$ cat src/hw/clock_gate_map.svh
`ifndef CLOCK_GATE_MAP_SVH
`define CLOCK_GATE_MAP_SVH
// Notes on behaviour
// - set bit clocks unit, clear bit disables it
// - access to unclocked unit raises bus fault
// - deep-sleep gate register resets to zero
// - run, sleep or deep-sleep register selects gating
// - sleep registers apply only with auto-gating set
// - bits 16..19 gate timers a..d
// - bits 12, 14 gate two-wire ports a, b
// - bits 4, 5 gate sync serial a, b
// - bits 0, 1 gate async serial a, b
// - reserved bits read zero, software preserves them

// ----------------------------------------------------------------
// register offsets (byte addresses)
// ----------------------------------------------------------------
`define RUN_CLOCK_CONFIG_OFS      12'h060
`define RUN_CLOCK_GATE_1_OFS      12'h104
`define SLEEP_CLOCK_GATE_1_OFS    12'h114
`define DEEP_SLEEP_CLOCK_GATE_1_OFS 12'h124

// ----------------------------------------------------------------
// fields and reset values
// ----------------------------------------------------------------
`define AUTO_CLOCK_GATING_SEL_BIT 27
`define GATE_WRITE_MASK           32'h030F5033
`define GATE_RESET_VALUE          32'h00000000
`define CONFIG_RESET_VALUE        32'h00000000
`define ASYNC_SERIAL_A_BIT        0
`define SYNC_SERIAL_A_BIT         4
`define TWOWIRE_PORT_A_BIT        12
`define TWOWIRE_PORT_B_BIT        14
`define GP_TIMER_A_BIT            16
`define COMPARATOR_A_BIT          24
`define AXI_RESP_OKAY             2'h0
`define AXI_RESP_SLVERR           2'h2
`endif

$ cat src/hw/clock_gate_pkg.sv
package clock_gate_pkg;
	// operating state reported by the power controller
	typedef enum logic [1:0] {
		MODE_RUN,
		MODE_SLEEP,
		MODE_DEEP
	} power_mode_t;

	// the three parallel gating registers
	typedef struct packed {
		logic [31:0] run;
		logic [31:0] sleep;
		logic [31:0] deep;
	} gate_set_t;
endpackage : clock_gate_pkg

$ cat src/hw/deep_sleep_clock_gate_reg.sv
// Local design decision: the AXI4-Lite register port.
`timescale 1ns/1ns
`include "clock_gate_map.svh"
module deep_sleep_clock_gate_reg #(
	parameter int ADDR_W = 12
) (
	input  wire logic                      aclk,
	input  wire logic                      aresetn,
	input  wire logic [ADDR_W-1:0]         awaddr,
	input  wire logic                      awvalid,
	output logic                           awready,
	input  wire logic [31:0]               wdata,
	input  wire logic [3:0]                wstrb,
	input  wire logic                      wvalid,
	output logic                           wready,
	output logic [1:0]                     bresp,
	output logic                           bvalid,
	input  wire logic                      bready,
	input  wire logic [ADDR_W-1:0]         araddr,
	input  wire logic                      arvalid,
	output logic                           arready,
	output logic [31:0]                    rdata,
	output logic [1:0]                     rresp,
	output logic                           rvalid,
	input  wire logic                      rready,
	input  wire clock_gate_pkg::power_mode_t power_mode,
	input  wire logic [31:0]               unit_access,
	output logic [31:0]                    unit_clk_en,
	output logic                           bus_fault
);
	import clock_gate_pkg::*;

	// ----------------------------------------------------------------
	// elaboration check
	// ----------------------------------------------------------------
	// decode reads address bits 11:0, so fewer than twelve cannot serve
	if (ADDR_W < 12 || ADDR_W > 32) begin : g_bad_addr_w
		$error("ADDR_W must lie between 12 and 32");
	end

	// ----------------------------------------------------------------
	// state
	// ----------------------------------------------------------------
	gate_set_t         gates_q;      // run, sleep and deep gating words
	logic              acg_q;        // auto_clock_gating_sel
	logic [ADDR_W-1:0] waddr_q;      // latched write address
	logic [31:0]       wdata_q;      // latched write data
	logic [3:0]        wstrb_q;      // latched byte enables
	logic              aw_full_q;    // address held
	logic              w_full_q;     // data held
	logic              do_wr;        // both halves present, answer free
	logic [31:0]       wr_mask;      // byte lanes to bit mask
	logic              wr_hit;       // write address is mapped
	logic [31:0]       rd_word;      // read mux
	logic              rd_hit;       // read address is mapped
	logic [31:0]       eff_gate;     // gating word now in force

	assign do_wr = aw_full_q && w_full_q && !bvalid;

	// byte lanes expand to a bit mask, one per lane
	for (genvar i = 0; i < 4; i++) begin : g_lane
		assign wr_mask[8*i +: 8] = {8{wstrb_q[i]}};
	end

	// ----------------------------------------------------------------
	// write channel
	// ----------------------------------------------------------------
	// address and data are taken in either order, one write in flight
	always_ff @(posedge aclk) begin
		if (!aresetn) begin
			awready   <= 1'b1;
			aw_full_q <= 1'b0;
			waddr_q   <= '0;
		end else if (awvalid && awready) begin
			awready   <= 1'b0;
			aw_full_q <= 1'b1;
			waddr_q   <= awaddr;
		end else if (bvalid && bready) begin
			// reopen only once the answer has gone
			awready   <= 1'b1;
			aw_full_q <= 1'b0;
		end
	end

	always_ff @(posedge aclk) begin
		if (!aresetn) begin
			wready   <= 1'b1;
			w_full_q <= 1'b0;
			wdata_q  <= '0;
			wstrb_q  <= '0;
		end else if (wvalid && wready) begin
			wready   <= 1'b0;
			w_full_q <= 1'b1;
			wdata_q  <= wdata;
			wstrb_q  <= wstrb;
		end else if (bvalid && bready) begin
			wready   <= 1'b1;
			w_full_q <= 1'b0;
		end
	end

	// address decode for writes
	always_comb begin
		case (waddr_q[11:0])
			`RUN_CLOCK_CONFIG_OFS,
			`RUN_CLOCK_GATE_1_OFS,
			`SLEEP_CLOCK_GATE_1_OFS,
			`DEEP_SLEEP_CLOCK_GATE_1_OFS: wr_hit = (waddr_q[ADDR_W-1:0] >> 12) == '0;
			default:                     wr_hit = 1'b0;
		endcase
	end

	// write response; unmapped addresses answer slave error
	always_ff @(posedge aclk) begin
		if (!aresetn) begin
			bvalid <= 1'b0;
			bresp  <= `AXI_RESP_OKAY;
		end else if (do_wr) begin
			bvalid <= 1'b1;
			bresp  <= wr_hit ? `AXI_RESP_OKAY : `AXI_RESP_SLVERR;
		end else if (bready) begin
			bvalid <= 1'b0;
		end
	end

	// ----------------------------------------------------------------
	// gating registers
	// ----------------------------------------------------------------
	// only the writable positions store; reserved ones stay zero
	always_ff @(posedge aclk) begin
		if (!aresetn) begin
			gates_q <= {3{`GATE_RESET_VALUE}};
		end else if (do_wr && wr_hit) begin
			case (waddr_q[11:0])
				`RUN_CLOCK_GATE_1_OFS:
					gates_q.run <= ((gates_q.run & ~wr_mask) | (wdata_q & wr_mask))
						& `GATE_WRITE_MASK;
				`SLEEP_CLOCK_GATE_1_OFS:
					gates_q.sleep <= ((gates_q.sleep & ~wr_mask) | (wdata_q & wr_mask))
						& `GATE_WRITE_MASK;
				`DEEP_SLEEP_CLOCK_GATE_1_OFS:
					gates_q.deep <= ((gates_q.deep & ~wr_mask) | (wdata_q & wr_mask))
						& `GATE_WRITE_MASK;
				default: gates_q <= gates_q;
			endcase
		end
	end

	// auto-gating select lives in its own configuration word
	always_ff @(posedge aclk) begin
		if (!aresetn) begin
			acg_q <= `CONFIG_RESET_VALUE == 0 ? 1'b0 : 1'b1;
		end else if (do_wr && wr_hit && waddr_q[11:0] == `RUN_CLOCK_CONFIG_OFS
				&& wstrb_q[`AUTO_CLOCK_GATING_SEL_BIT / 8]) begin
			acg_q <= wdata_q[`AUTO_CLOCK_GATING_SEL_BIT];
		end
	end

	// ----------------------------------------------------------------
	// read channel
	// ----------------------------------------------------------------
	always_comb begin
		rd_word = '0;
		rd_hit  = (araddr >> 12) == '0;
		case (araddr[11:0])
			`RUN_CLOCK_CONFIG_OFS:        rd_word[`AUTO_CLOCK_GATING_SEL_BIT] = acg_q;
			`RUN_CLOCK_GATE_1_OFS:        rd_word = gates_q.run;
			`SLEEP_CLOCK_GATE_1_OFS:      rd_word = gates_q.sleep;
			`DEEP_SLEEP_CLOCK_GATE_1_OFS: rd_word = gates_q.deep;
			default:                      rd_hit  = 1'b0;
		endcase
	end

	// one read at a time; the answer comes one edge after the address
	always_ff @(posedge aclk) begin
		if (!aresetn) begin
			arready <= 1'b1;
			rvalid  <= 1'b0;
			rdata   <= '0;
			rresp   <= `AXI_RESP_OKAY;
		end else if (arvalid && arready) begin
			arready <= 1'b0;
			rvalid  <= 1'b1;
			rdata   <= rd_word;
			rresp   <= rd_hit ? `AXI_RESP_OKAY : `AXI_RESP_SLVERR;
		end else if (rvalid && rready) begin
			arready <= 1'b1;
			rvalid  <= 1'b0;
		end
	end

	// ----------------------------------------------------------------
	// gate selection and fault
	// ----------------------------------------------------------------
	// sleep words only count when auto-gating is selected
	always_comb begin
		eff_gate = gates_q.run;
		if (acg_q && power_mode == MODE_DEEP) begin
			eff_gate = gates_q.deep;
		end else if (acg_q && power_mode == MODE_SLEEP) begin
			eff_gate = gates_q.sleep;
		end
	end

	// registered enables, so a unit sees a glitch-free level
	always_ff @(posedge aclk) begin
		if (!aresetn) begin
			unit_clk_en <= `GATE_RESET_VALUE;
		end else begin
			unit_clk_en <= eff_gate;
		end
	end

	// an access to an unclocked unit faults one cycle later
	always_ff @(posedge aclk) begin
		if (!aresetn) begin
			bus_fault <= 1'b0;
		end else begin
			bus_fault <= |(unit_access & ~unit_clk_en);
		end
	end
endmodule : deep_sleep_clock_gate_reg

$ cat config.mk
export PLATFORM = sky130hd
export DESIGN_NAME = deep_sleep_clock_gate_reg
export DESIGN_NICKNAME = d
export VERILOG_FILES = /design/src/hw/clock_gate_pkg.sv /design/src/hw/deep_sleep_clock_gate_reg.sv
export VERILOG_INCLUDE_DIRS = /design/src /design/src/hw
export SDC_FILE = /design/constraint.sdc
export NUM_CORES = 1
export LEC_CHECK = 0
export BUFFER_PORTS_ARGS = -buffer_cell sky130_fd_sc_hd__clkbuf_2
export CAP_MARGIN = 20
export CORE_MARGIN = 10
export CORE_UTILIZATION = 30
export CTS_CLUSTER_SIZE = 24
export DETAILED_ROUTE_END_ITERATION = 6
export GPL_TIMING_DRIVEN = 0
export PLACE_DENSITY_LB_ADDON = 0.05
export SLEW_MARGIN = 20
export SYNTH_ARGS = -nofsm -noshare
export SYNTH_HDL_FRONTEND = slang
export SYNTH_SLANG_ARGS = --single-unit
$ cat constraint.sdc
create_clock -name aclk -period 1.7 [get_ports aclk]
set_input_delay 0.255 -clock aclk [delete_from_list [all_inputs] [get_ports aclk]]
set_output_delay 0.255 -clock aclk [all_outputs]
set_load 0.03 [all_outputs]
==> results.toml, run 1 <==
[run_status]
outcome = "finished with violations"
violations = "setup timing"

[route]
first_pass_iters = 4
ant_nets = 0
num_vias = 3902
via_per_inst = 4.44
drtIter0Drc = 139
drcViolationCount = 0
drt_wl_total_mm = 13.7
wl_per_cell_um = 15.6

[worst_setup_path]
path_max_fanout = 5
endpoint_kind = "flip-flop"
required_ps = 1980
startpoint_type = "flip-flop"
criticalPathCategory = "reg -> reg"
worstPathArrival_ps = 2070

[place]
io_buffers = 113
post-dp-hpwl_mm = 11.2
dp.cells = 863
place_area_sq_mm = 0.00557
gp_congestion = 0.775
post-place-ws_ps = -296

[die]
num_rows = 45
die_area_sq_mm = 0.0208
start_util_pct = 30.5
boundaryPins = 175
die_h_um = 144
die_x_um = 144
core_sq_mm = 0.0151

[sta]
rsz0062_at_grt = "true"
worst_slack_ps = -91.7
finalCritPeriodShare_pct = 105
slew_violations = 0
final_hold_viol_count = 0
tns_ps = -1700
min_period_ps = 1790
slew_headroom_pct = 51.6
setup_viol = 36
fin_skew_ps = 5.62
worstMarginPinSlew_ps = 724
fmax_mhz = 558

[logic_synthesis]
syn_inst = 522
synth_area_leaders = "dfxtp_1 44%, mux2i_1 13%, nand2_1 11%, buf_4 7.0%, a21boi_0 5.0%"
async_reset_ff_share_pct = 0
syn_area_sq_mm = 0.00462
synth.avg_cell_area_sq_um = 8.84
synth_flop_cell = "dfxtp_1"
yosysMostFrequentCell = "nand2_1"
yosysTopAreaCell = "dfxtp_1"
synth_edf_count = 0
ys_types = 35
ys_seq_area_share_pct = 43.8
yosysTopAreaCellShare_pct = 43.8
synth_common_cells = "138 x nand2_1, 101 x dfxtp_1, 61 x mux2i_1"
yosysWarnings = 0
synth-seq-cells = 101

[power_and_ir_drop]
leakagePower_nw = 2.95
p_total_mw = 5.14
combPwrFrac_pct = 11.9
p_seq_share_pct = 48.1
clkPwrFrac_pct = 40.1
p_int_mw = 3.81
powerDensity_mw_per_mm2 = 859
swShare_pct = 25.8
irDropWorstVdd_uv = 423
p_sw_mw = 1.33

[final_layout]
multi_input_area_sq_mm = 0.00234
synthToLayoutAreaGrowth_pct = 29.6
layout-drive-gt1-share_pct = 27.5
seqCellArea_sq_mm = 0.00202
final-instance-count-excl-fill = 878
nets = 788
num-fill-cells = 1538
final_area_sq_mm = 0.00598
num_antenna_cells = 0

[clocking]
ctsHtreeMaxLevel = 3
clk_latency_ps = 350
tritoncts = "done"
cts_sinks = 101
ctsHoldBuffers = 0
clk_path_buf_depth = 2
root_buffer = "clkbuf_16"
cts_made_buffers = 9
clk_pin_slew_worst_paths_ps = 70

[min_path]
holdCritPathClass = "in -> reg"

[global_routing]
grt_use_total_pct = 13.1
grt_pass1_wl_mm = 21.3
grt_pass1_vias = 3970
antenna_found_initial = 0
grt_max_degree = 16
overflow = 0

[run]
cap_violations = 0
-- power groups by stage --
stage          combinational, mW  clock [mW]  sequential [mW]
2_1_floorplan              0.389           0             2.53
3_3_place_gp               0.595           0             2.52
3_5_place_dp               0.603           0             2.52
4_1_cts                    0.609        2.11             2.47
5_1_grt                    0.673        2.18             2.48
6_report                   0.610        2.06             2.47
-- per-layer routing --
| metal | share of wire, % | global-route usage [%] | up-vias |
|---|---|---|---|
| li1 | - | - | 2025 |
| met1 | 46 | 16.6 | 1738 |
| met3 | 9.1 | 3.67 | 12 |
| met4 | 1.3 | 4.84 | 0 |
| met2 | 43 | 20.6 | 127 |
| met5 | 0 | 0 | - |
-- critical path: stages, from the launching register on --
cell and delay, ps:
dfxtp_2 320, or4_4 550, nor4_4 220, buf_6 170, and3_1 170, buf_6 120, mux2i_1 170
-- placed cells by master, fill, tap and decap left out, types with 6 or more instances in the layout --
| master | n |
|---|---|
| clkbuf_16 | 9 |
| clkbuf_2 | 116 |
| a21boi_0 | 31 |
| a22o_1 | 12 |
| conb_1 | 41 |
| nor4_1 | 9 |
| buf_4 | 42 |
| o22ai_1 | 6 |
| inv_1 | 12 |
| o21ai_0 | 16 |
| a21oi_1 | 6 |
| nor2b_1 | 7 |
| o211a_1 | 13 |
| dfxtp_1 | 100 |
| clkbuf_1 | 21 |
| nand3_4 | 6 |
| mux2i_1 | 61 |
| nand2_1 | 138 |
-- through the flow --
stage | hold WS [ps] | util [%]
2_1_floorplan | 400 | -
4_1_cts | 128 | 39.3
5_1_grt | 137 | 39.5
3_3_place_gp | 452 | 36.8
3_5_place_dp | 460 | 36.8
6_report | 134 | 39.5
-- final timing paths --
check                                              start                  endpoint  slack, ps  depth (start not counted)
worst max-delay path            waddr_q[11]$_SDFFE_PN0P_                 flip-flop        -90                          6
worst min-delay path                           wdata[16]  wdata_q[16]$_SDFFE_PN0P_        130                          3
worst max register to register  waddr_q[11]$_SDFFE_PN0P_                 flip-flop        -90                          6
worst min register to register   waddr_q[7]$_SDFFE_PN0P_   waddr_q[7]$_SDFFE_PN0P_        460                          2
-- cells by family after synthesis --
group                  share of synthesized area [%]
AOI/OAI and AO/OA                               14.1
buffers and inverters                           10.5
DFF                                             43.8
muxes                                           13.2
and+or+nand+nor                                 18.4
other                                         0.0812
-- layout make-up --
cell class | instances | area share, %
Inverter | 12 | 0.753
Timing Repair Buffer | 115 | 9.91
Buffer | 70 | 7.63
Clock buffer | 10 | 3.99
Sequential cell | 101 | 33.8
Tap cell | 188 | 3.93
Clock inverter | 4 | 0.836
Multi-Input combinational cell | 378 | 39.1
-- timing repair --
action                     CTS  global route
setup buffers                1             1
gates resized for setup     16            10
setup endpoints to repair   54            46
pin swaps                    2             2
hold endpoints to repair     0             0
(Power assumes the default switching activity.)
==> inputs of run 2 (changes only) <==
--- a/config.mk
+++ b/config.mk
@@ -13,7 +13,9 @@
 export CTS_CLUSTER_SIZE = 24
 export DETAILED_ROUTE_END_ITERATION = 6
 export GPL_TIMING_DRIVEN = 0
+export HOLD_SLACK_MARGIN = 0.08
 export PLACE_DENSITY_LB_ADDON = 0.05
+export SETUP_SLACK_MARGIN = 0.1
 export SLEW_MARGIN = 20
 export SYNTH_ARGS = -nofsm -noshare
 export SYNTH_HDL_FRONTEND = slang
==> constraint.sdc (replaced) <==
create_clock -name aclk -period 2.03 [get_ports aclk]
set_input_delay 0.3045 -clock aclk [delete_from_list [all_inputs] [get_ports aclk]]
set_output_delay 0.3045 -clock aclk [all_outputs]
set_load 0.03 [all_outputs]
==> run 2 against run 1 <==
Compared with the run above: the run now ends clean; maximum frequency shrank 2.5%; count of clock-buffer cells in the layout grew 5; clock power shrank 16%; combinational power shrank 17%; routed wire length shrank 1.3%.
==> results.toml, run 2 (synthesized netlist as in run 1, its figures left out) <==
[worst_setup_path]
worstRegToRegCells = 6
worstPathArrival_ps = 2120
criticalPathCategory = "reg -> reg"
rrSetupSlack_ps = 190
startpoint_type = "flip-flop"
endpoint_kind = "flip-flop"
path_max_fanout = 5
required_ps = 2310
r2r_start = "waddr_q[11]$_SDFFE_PN0P_"

[final_layout]
nets = 788
final_common_cell = "nand2_1"
num_antenna_cells = 0
final_core_util_pct = 38.8
final_cell_mix = "138 x nand2_1, 116 x clkbuf_2, 101 x dfxtp_1"
layout-drive-gt1-share_pct = 25.4
final-instance-count-excl-fill = 880
synthToLayoutAreaGrowth_pct = 27.3

[min_path]
holdPathStages = 3
hold_path.startpoint = "wdata[18]"
holdCritPathClass = "in -> reg"
hold_path_end = "wdata_q[18]$_SDFFE_PN0P_"

[clocking]
root_buffer = "clkbuf_16"
ctsHtreeMaxLevel = 3
clk_pin_slew_worst_paths_ps = 70
cts_made_buffers = 9
cts_sinks = 101
tritoncts = "done"
ctsHoldBuffers = 0
clk_latency_ps = 350
clk_path_buf_depth = 2

[sta]
setup_viol = 0
finalCritPeriodShare_pct = 90.5
fin_skew_ps = 5.60
fmax_mhz = 544
slew_violations = 0
min_period_ps = 1840
final_hold_viol_count = 0
rsz0062_at_grt = "true"
tns_ps = 0
slew_headroom_pct = 47.6
worstMarginPinSlew_ps = 786

[die]
die_x_um = 144
core_sq_mm = 0.0151
die_h_um = 144
start_util_pct = 30.5
die_area_sq_mm = 0.0208
num_rows = 45
boundaryPins = 175

[power_and_ir_drop]
irDropWorstVdd_uv = 340
powerDensity_mw_per_mm2 = 731
leakagePower_nw = 2.94

[place]
dp.cells = 863
gp_congestion = 0.775
io_buffers = 113
post-dp-hpwl_mm = 11.2

[route]
ant_nets = 0
drcViolationCount = 0
num_vias = 3843
drt_wl_total_mm = 13.6
drtIter0Drc = 140
wl_per_cell_um = 15.4
first_pass_iters = 6
via_per_inst = 4.37

[global_routing]
antenna_found_initial = 0
grt_max_degree = 15
overflow = 0
grt_pass1_wl_mm = 21.0
grt_pass1_vias = 3947
grt_use_total_pct = 12.9

[run_status]
outcome = "completed"

[run]
cap_violations = 0
## run 2: layout make-up
cell class              count  area [sq um]
fillers                  1561          9270
clock inverters             1          30.0
inverters                  12          45.0
well taps                 188           235
repair buffers            114           586
clock buffers              15           258
plain buffers              71           439
flip-flops and latches    101          2020
multi-input cells         378          2260
## run 2: worst max path at each step
| stage | to | slack (ps) | from | cells past startpoint |
|---|---|---|---|---|
| 2_1_floorplan | flip-flop | 220 | waddr_q[11]$_SDFFE_PN0P_ | 6 |
| 3_3_place_gp | flip-flop | 70 | waddr_q[11]$_SDFFE_PN0P_ | 6 |
| 3_5_place_dp | flip-flop | 30 | waddr_q[11]$_SDFFE_PN0P_ | 6 |
| 4_1_cts | flip-flop | 150 | waddr_q[11]$_SDFFE_PN0P_ | 6 |
| 5_1_grt | flip-flop | 70 | waddr_q[11]$_SDFFE_PN0P_ | 6 |
| 6_report | flip-flop | 190 | waddr_q[11]$_SDFFE_PN0P_ | 6 |
## run 2: through the flow
step	power (mW)	instance area, sq um	hold slack, ps	worst slack, ps
after detailed placement	2.61	5570	461	25.2
after global routing	4.46	5880	191	70.4
after global placement	2.61	5570	452	74.8
final	4.29	5880	183	193
after floorplan	2.45	4770	435	221
after CTS	4.33	5860	176	150
## run 2: repair_timing
action | 4_1_cts | 5_1_grt
pin swaps | 1 | 0
resized for setup | 0 | 1
setup endpoints to repair | 8 | 6
buffers inserted | 0 | 1
## run 2: power by group
part,switching [mW],internal [mW],leakage (nW)
Combinational,0.315,0.189,1.98
Sequential,0.0328,2.03,0.820
Clock,0.734,0.994,0.138
Total,1.08,3.21,2.94
## run 2: worst max-delay path, cell delays in order, from the launching register on
cell and delay [ps]:
dfxtp_1 320, or4_4 560, nor4_4 220, buf_6 170, and3_1 150, buf_4 150
mux2i_1 190
## run 2: routing by layer
metal	share of wire [%]	vias to the layer above	track usage, %
met2	43	121	19.6
met3	9.6	11	3.51
met4	1.4	0	5.10
li1	-	2035	-
met1	46	1676	16.8
met5	0	-	0
==> inputs of run 3 (changes only) <==
--- a/config.mk
+++ b/config.mk
@@ -14,7 +14,7 @@
 export DETAILED_ROUTE_END_ITERATION = 6
 export GPL_TIMING_DRIVEN = 0
 export HOLD_SLACK_MARGIN = 0.08
-export PLACE_DENSITY_LB_ADDON = 0.05
+export PLACE_DENSITY_LB_ADDON = 0.12
 export SETUP_SLACK_MARGIN = 0.1
 export SLEW_MARGIN = 20
 export SYNTH_ARGS = -nofsm -noshare
==> run 3 against run 2 <==
Compared with the run above: die area unchanged; core utilization decreased by 0.058 points; sequential share of layout area increased by 0.051 points; combinational power decreased by 0.8%; count of clock-buffer cells in the layout decreased by 5; flip-flop and latch count unchanged; largest cell class unchanged.
==> results.toml, run 3 (synthesized netlist as in run 1, its figures left out) <==
[worst_setup_path]
path_delay_family = "buffers and inverters"
slowest_delay_ps = 610
crit_chain = "nand3b_1 > buf_1 > mux2i_1 > nand2_1 > o211a_1"
rrSetupSlack_ps = 210
slowest_stage = "buf_1"
worstRegToRegCells = 5
startpoint_type = "flip-flop"
path_max_fanout = 10
path_buf_inv = 1
worstPathArrival_ps = 2050
required_ps = 2260
endpoint_kind = "flip-flop"
r2r_start = "acg_q$_SDFFE_PN0P_"
criticalPathCategory = "reg -> reg"
rr_endpoint = "unit_clk_en[19]$_SDFF_PN0_"

[die]
core_sq_mm = 0.0151
start_util_pct = 30.5
die_x_um = 144
die_area_sq_mm = 0.0208
num_rows = 45
die_h_um = 144
boundaryPins = 175

[final_layout]
final_area_sq_mm = 0.00587
nets = 787
final_common_cell = "nand2_1"
layout-drive-gt1-share_pct = 25.9
num_antenna_cells = 0
num-fill-cells = 1557
final_cell_mix = "138 x nand2_1, 115 x clkbuf_2, 101 x dfxtp_1"
synthToLayoutAreaGrowth_pct = 27.1

[clocking]
cts_setup_buffers = 0
ctsHtreeMaxLevel = 3
clk_latency_ps = 350
tritoncts = "done"
clk_path_buf_depth = 2
cts_made_buffers = 9
root_buffer = "clkbuf_16"
clk_pin_slew_worst_paths_ps = 70
ctsResizeCount = 0
ctsHoldBuffers = 0
cts_sinks = 101

[power_and_ir_drop]
leakagePower_nw = 2.94
irDropWorstVdd_uv = 437
p_total_mw = 4.30
powerDensity_mw_per_mm2 = 733

[global_routing]
grt_pass1_vias = 4010
antenna_found_initial = 0
overflow = 0
grt_use_total_pct = 12.7
grt_pass1_wl_mm = 20.7
grt_max_degree = 17

[sta]
finalCritPeriodShare_pct = 89.7
final_hold_viol_count = 0
slew_violations = 0
fmax_mhz = 549
setup_viol = 0
fin_skew_ps = 8.72
slew_headroom_pct = 49.2
worst_slack_ps = 209
rsz0062_at_grt = "true"
min_period_ps = 1820
worstMarginPinSlew_ps = 762
tns_ps = 0

[place]
io_buffers = 113
place_area_sq_mm = 0.00557
post-place-ws_ps = 61.0
post-dp-hpwl_mm = 10.9
gp_congestion = 0.785

[route]
num_vias = 3889
drcViolationCount = 0
first_pass_iters = 6
via_per_inst = 4.42
drtIter0Drc = 225
ant_nets = 0
wl_per_cell_um = 15.0
drt_wl_total_mm = 13.2

[run]
cap_violations = 0

[min_path]
holdCritPathClass = "in -> reg"
hold_path_end = "wdata_q[27]$_SDFFE_PN0P_"
holdPathStages = 3
hold_path.startpoint = "wdata[27]"

[run_status]
outcome = "completed"
-- run 3: power by group --
| group | total [mW] | switching, mW | internal [mW] |
|---|---|---|---|
| registers | 2.06 | 0.0322 | 2.03 |
| clock network | 1.74 | 0.749 | 0.987 |
| logic | 0.500 | 0.312 | 0.189 |
-- run 3: metal layers --
metal / track usage (%) / vias up / share of wire [%]
met5: 0 / - / 0
met4: 4.25 / 0 / 1.3
met3: 4.66 / 10 / 8.4
met2: 20.4 / 113 / 46
met1: 15.3 / 1745 / 44
li1: - / 2021 / -
-- run 3: metrics by stage --
step           utilization [%]  hold slack, ps  cells
2_1_floorplan                -             435    562
3_3_place_gp              36.8             449    863
3_5_place_dp              36.8             453    863
4_1_cts                   38.7             167    879
5_1_grt                   38.7             185    879
6_report                  38.7             179    879
-- run 3: area by class of cell --
type | count | area [sq um] | area share [%]
buffer | 71 | 438 | 7.46
clock buffer | 10 | 239 | 4.07
clock inverter | 6 | 61.3 | 1.04
inverter | 12 | 45.0 | 0.768
multi-input combinational | 378 | 2260 | 38.6
sequential | 101 | 2020 | 34.5
tap | 188 | 235 | 4.01
timing repair buffer | 113 | 566 | 9.64
-- run 3: worst reg2reg max path: stages (launching register included) --
cell	delay, ps
dfxtp_1	380
nand3b_1	210
buf_1	610
mux2i_1	260
nand2_1	80
o211a_1	170
-- run 3: worst max-delay path by stage --
stage / startpoint / endpoint / slack [ps] / cells past startpoint
global placement: araddr[5] / rdata[24]$_SDFFE_PN0P_ / 80 / 5
global route: waddr_q[11]$_SDFFE_PN0P_ / flip-flop / 100 / 6
floorplan: waddr_q[11]$_SDFFE_PN0P_ / flip-flop / 220 / 6
finish: acg_q$_SDFFE_PN0P_ / unit_clk_en[19]$_SDFF_PN0_ / 210 / 5
detailed placement: waddr_q[11]$_SDFFE_PN0P_ / flip-flop / 60 / 6
CTS: waddr_q[11]$_SDFFE_PN0P_ / flip-flop / 190 / 6
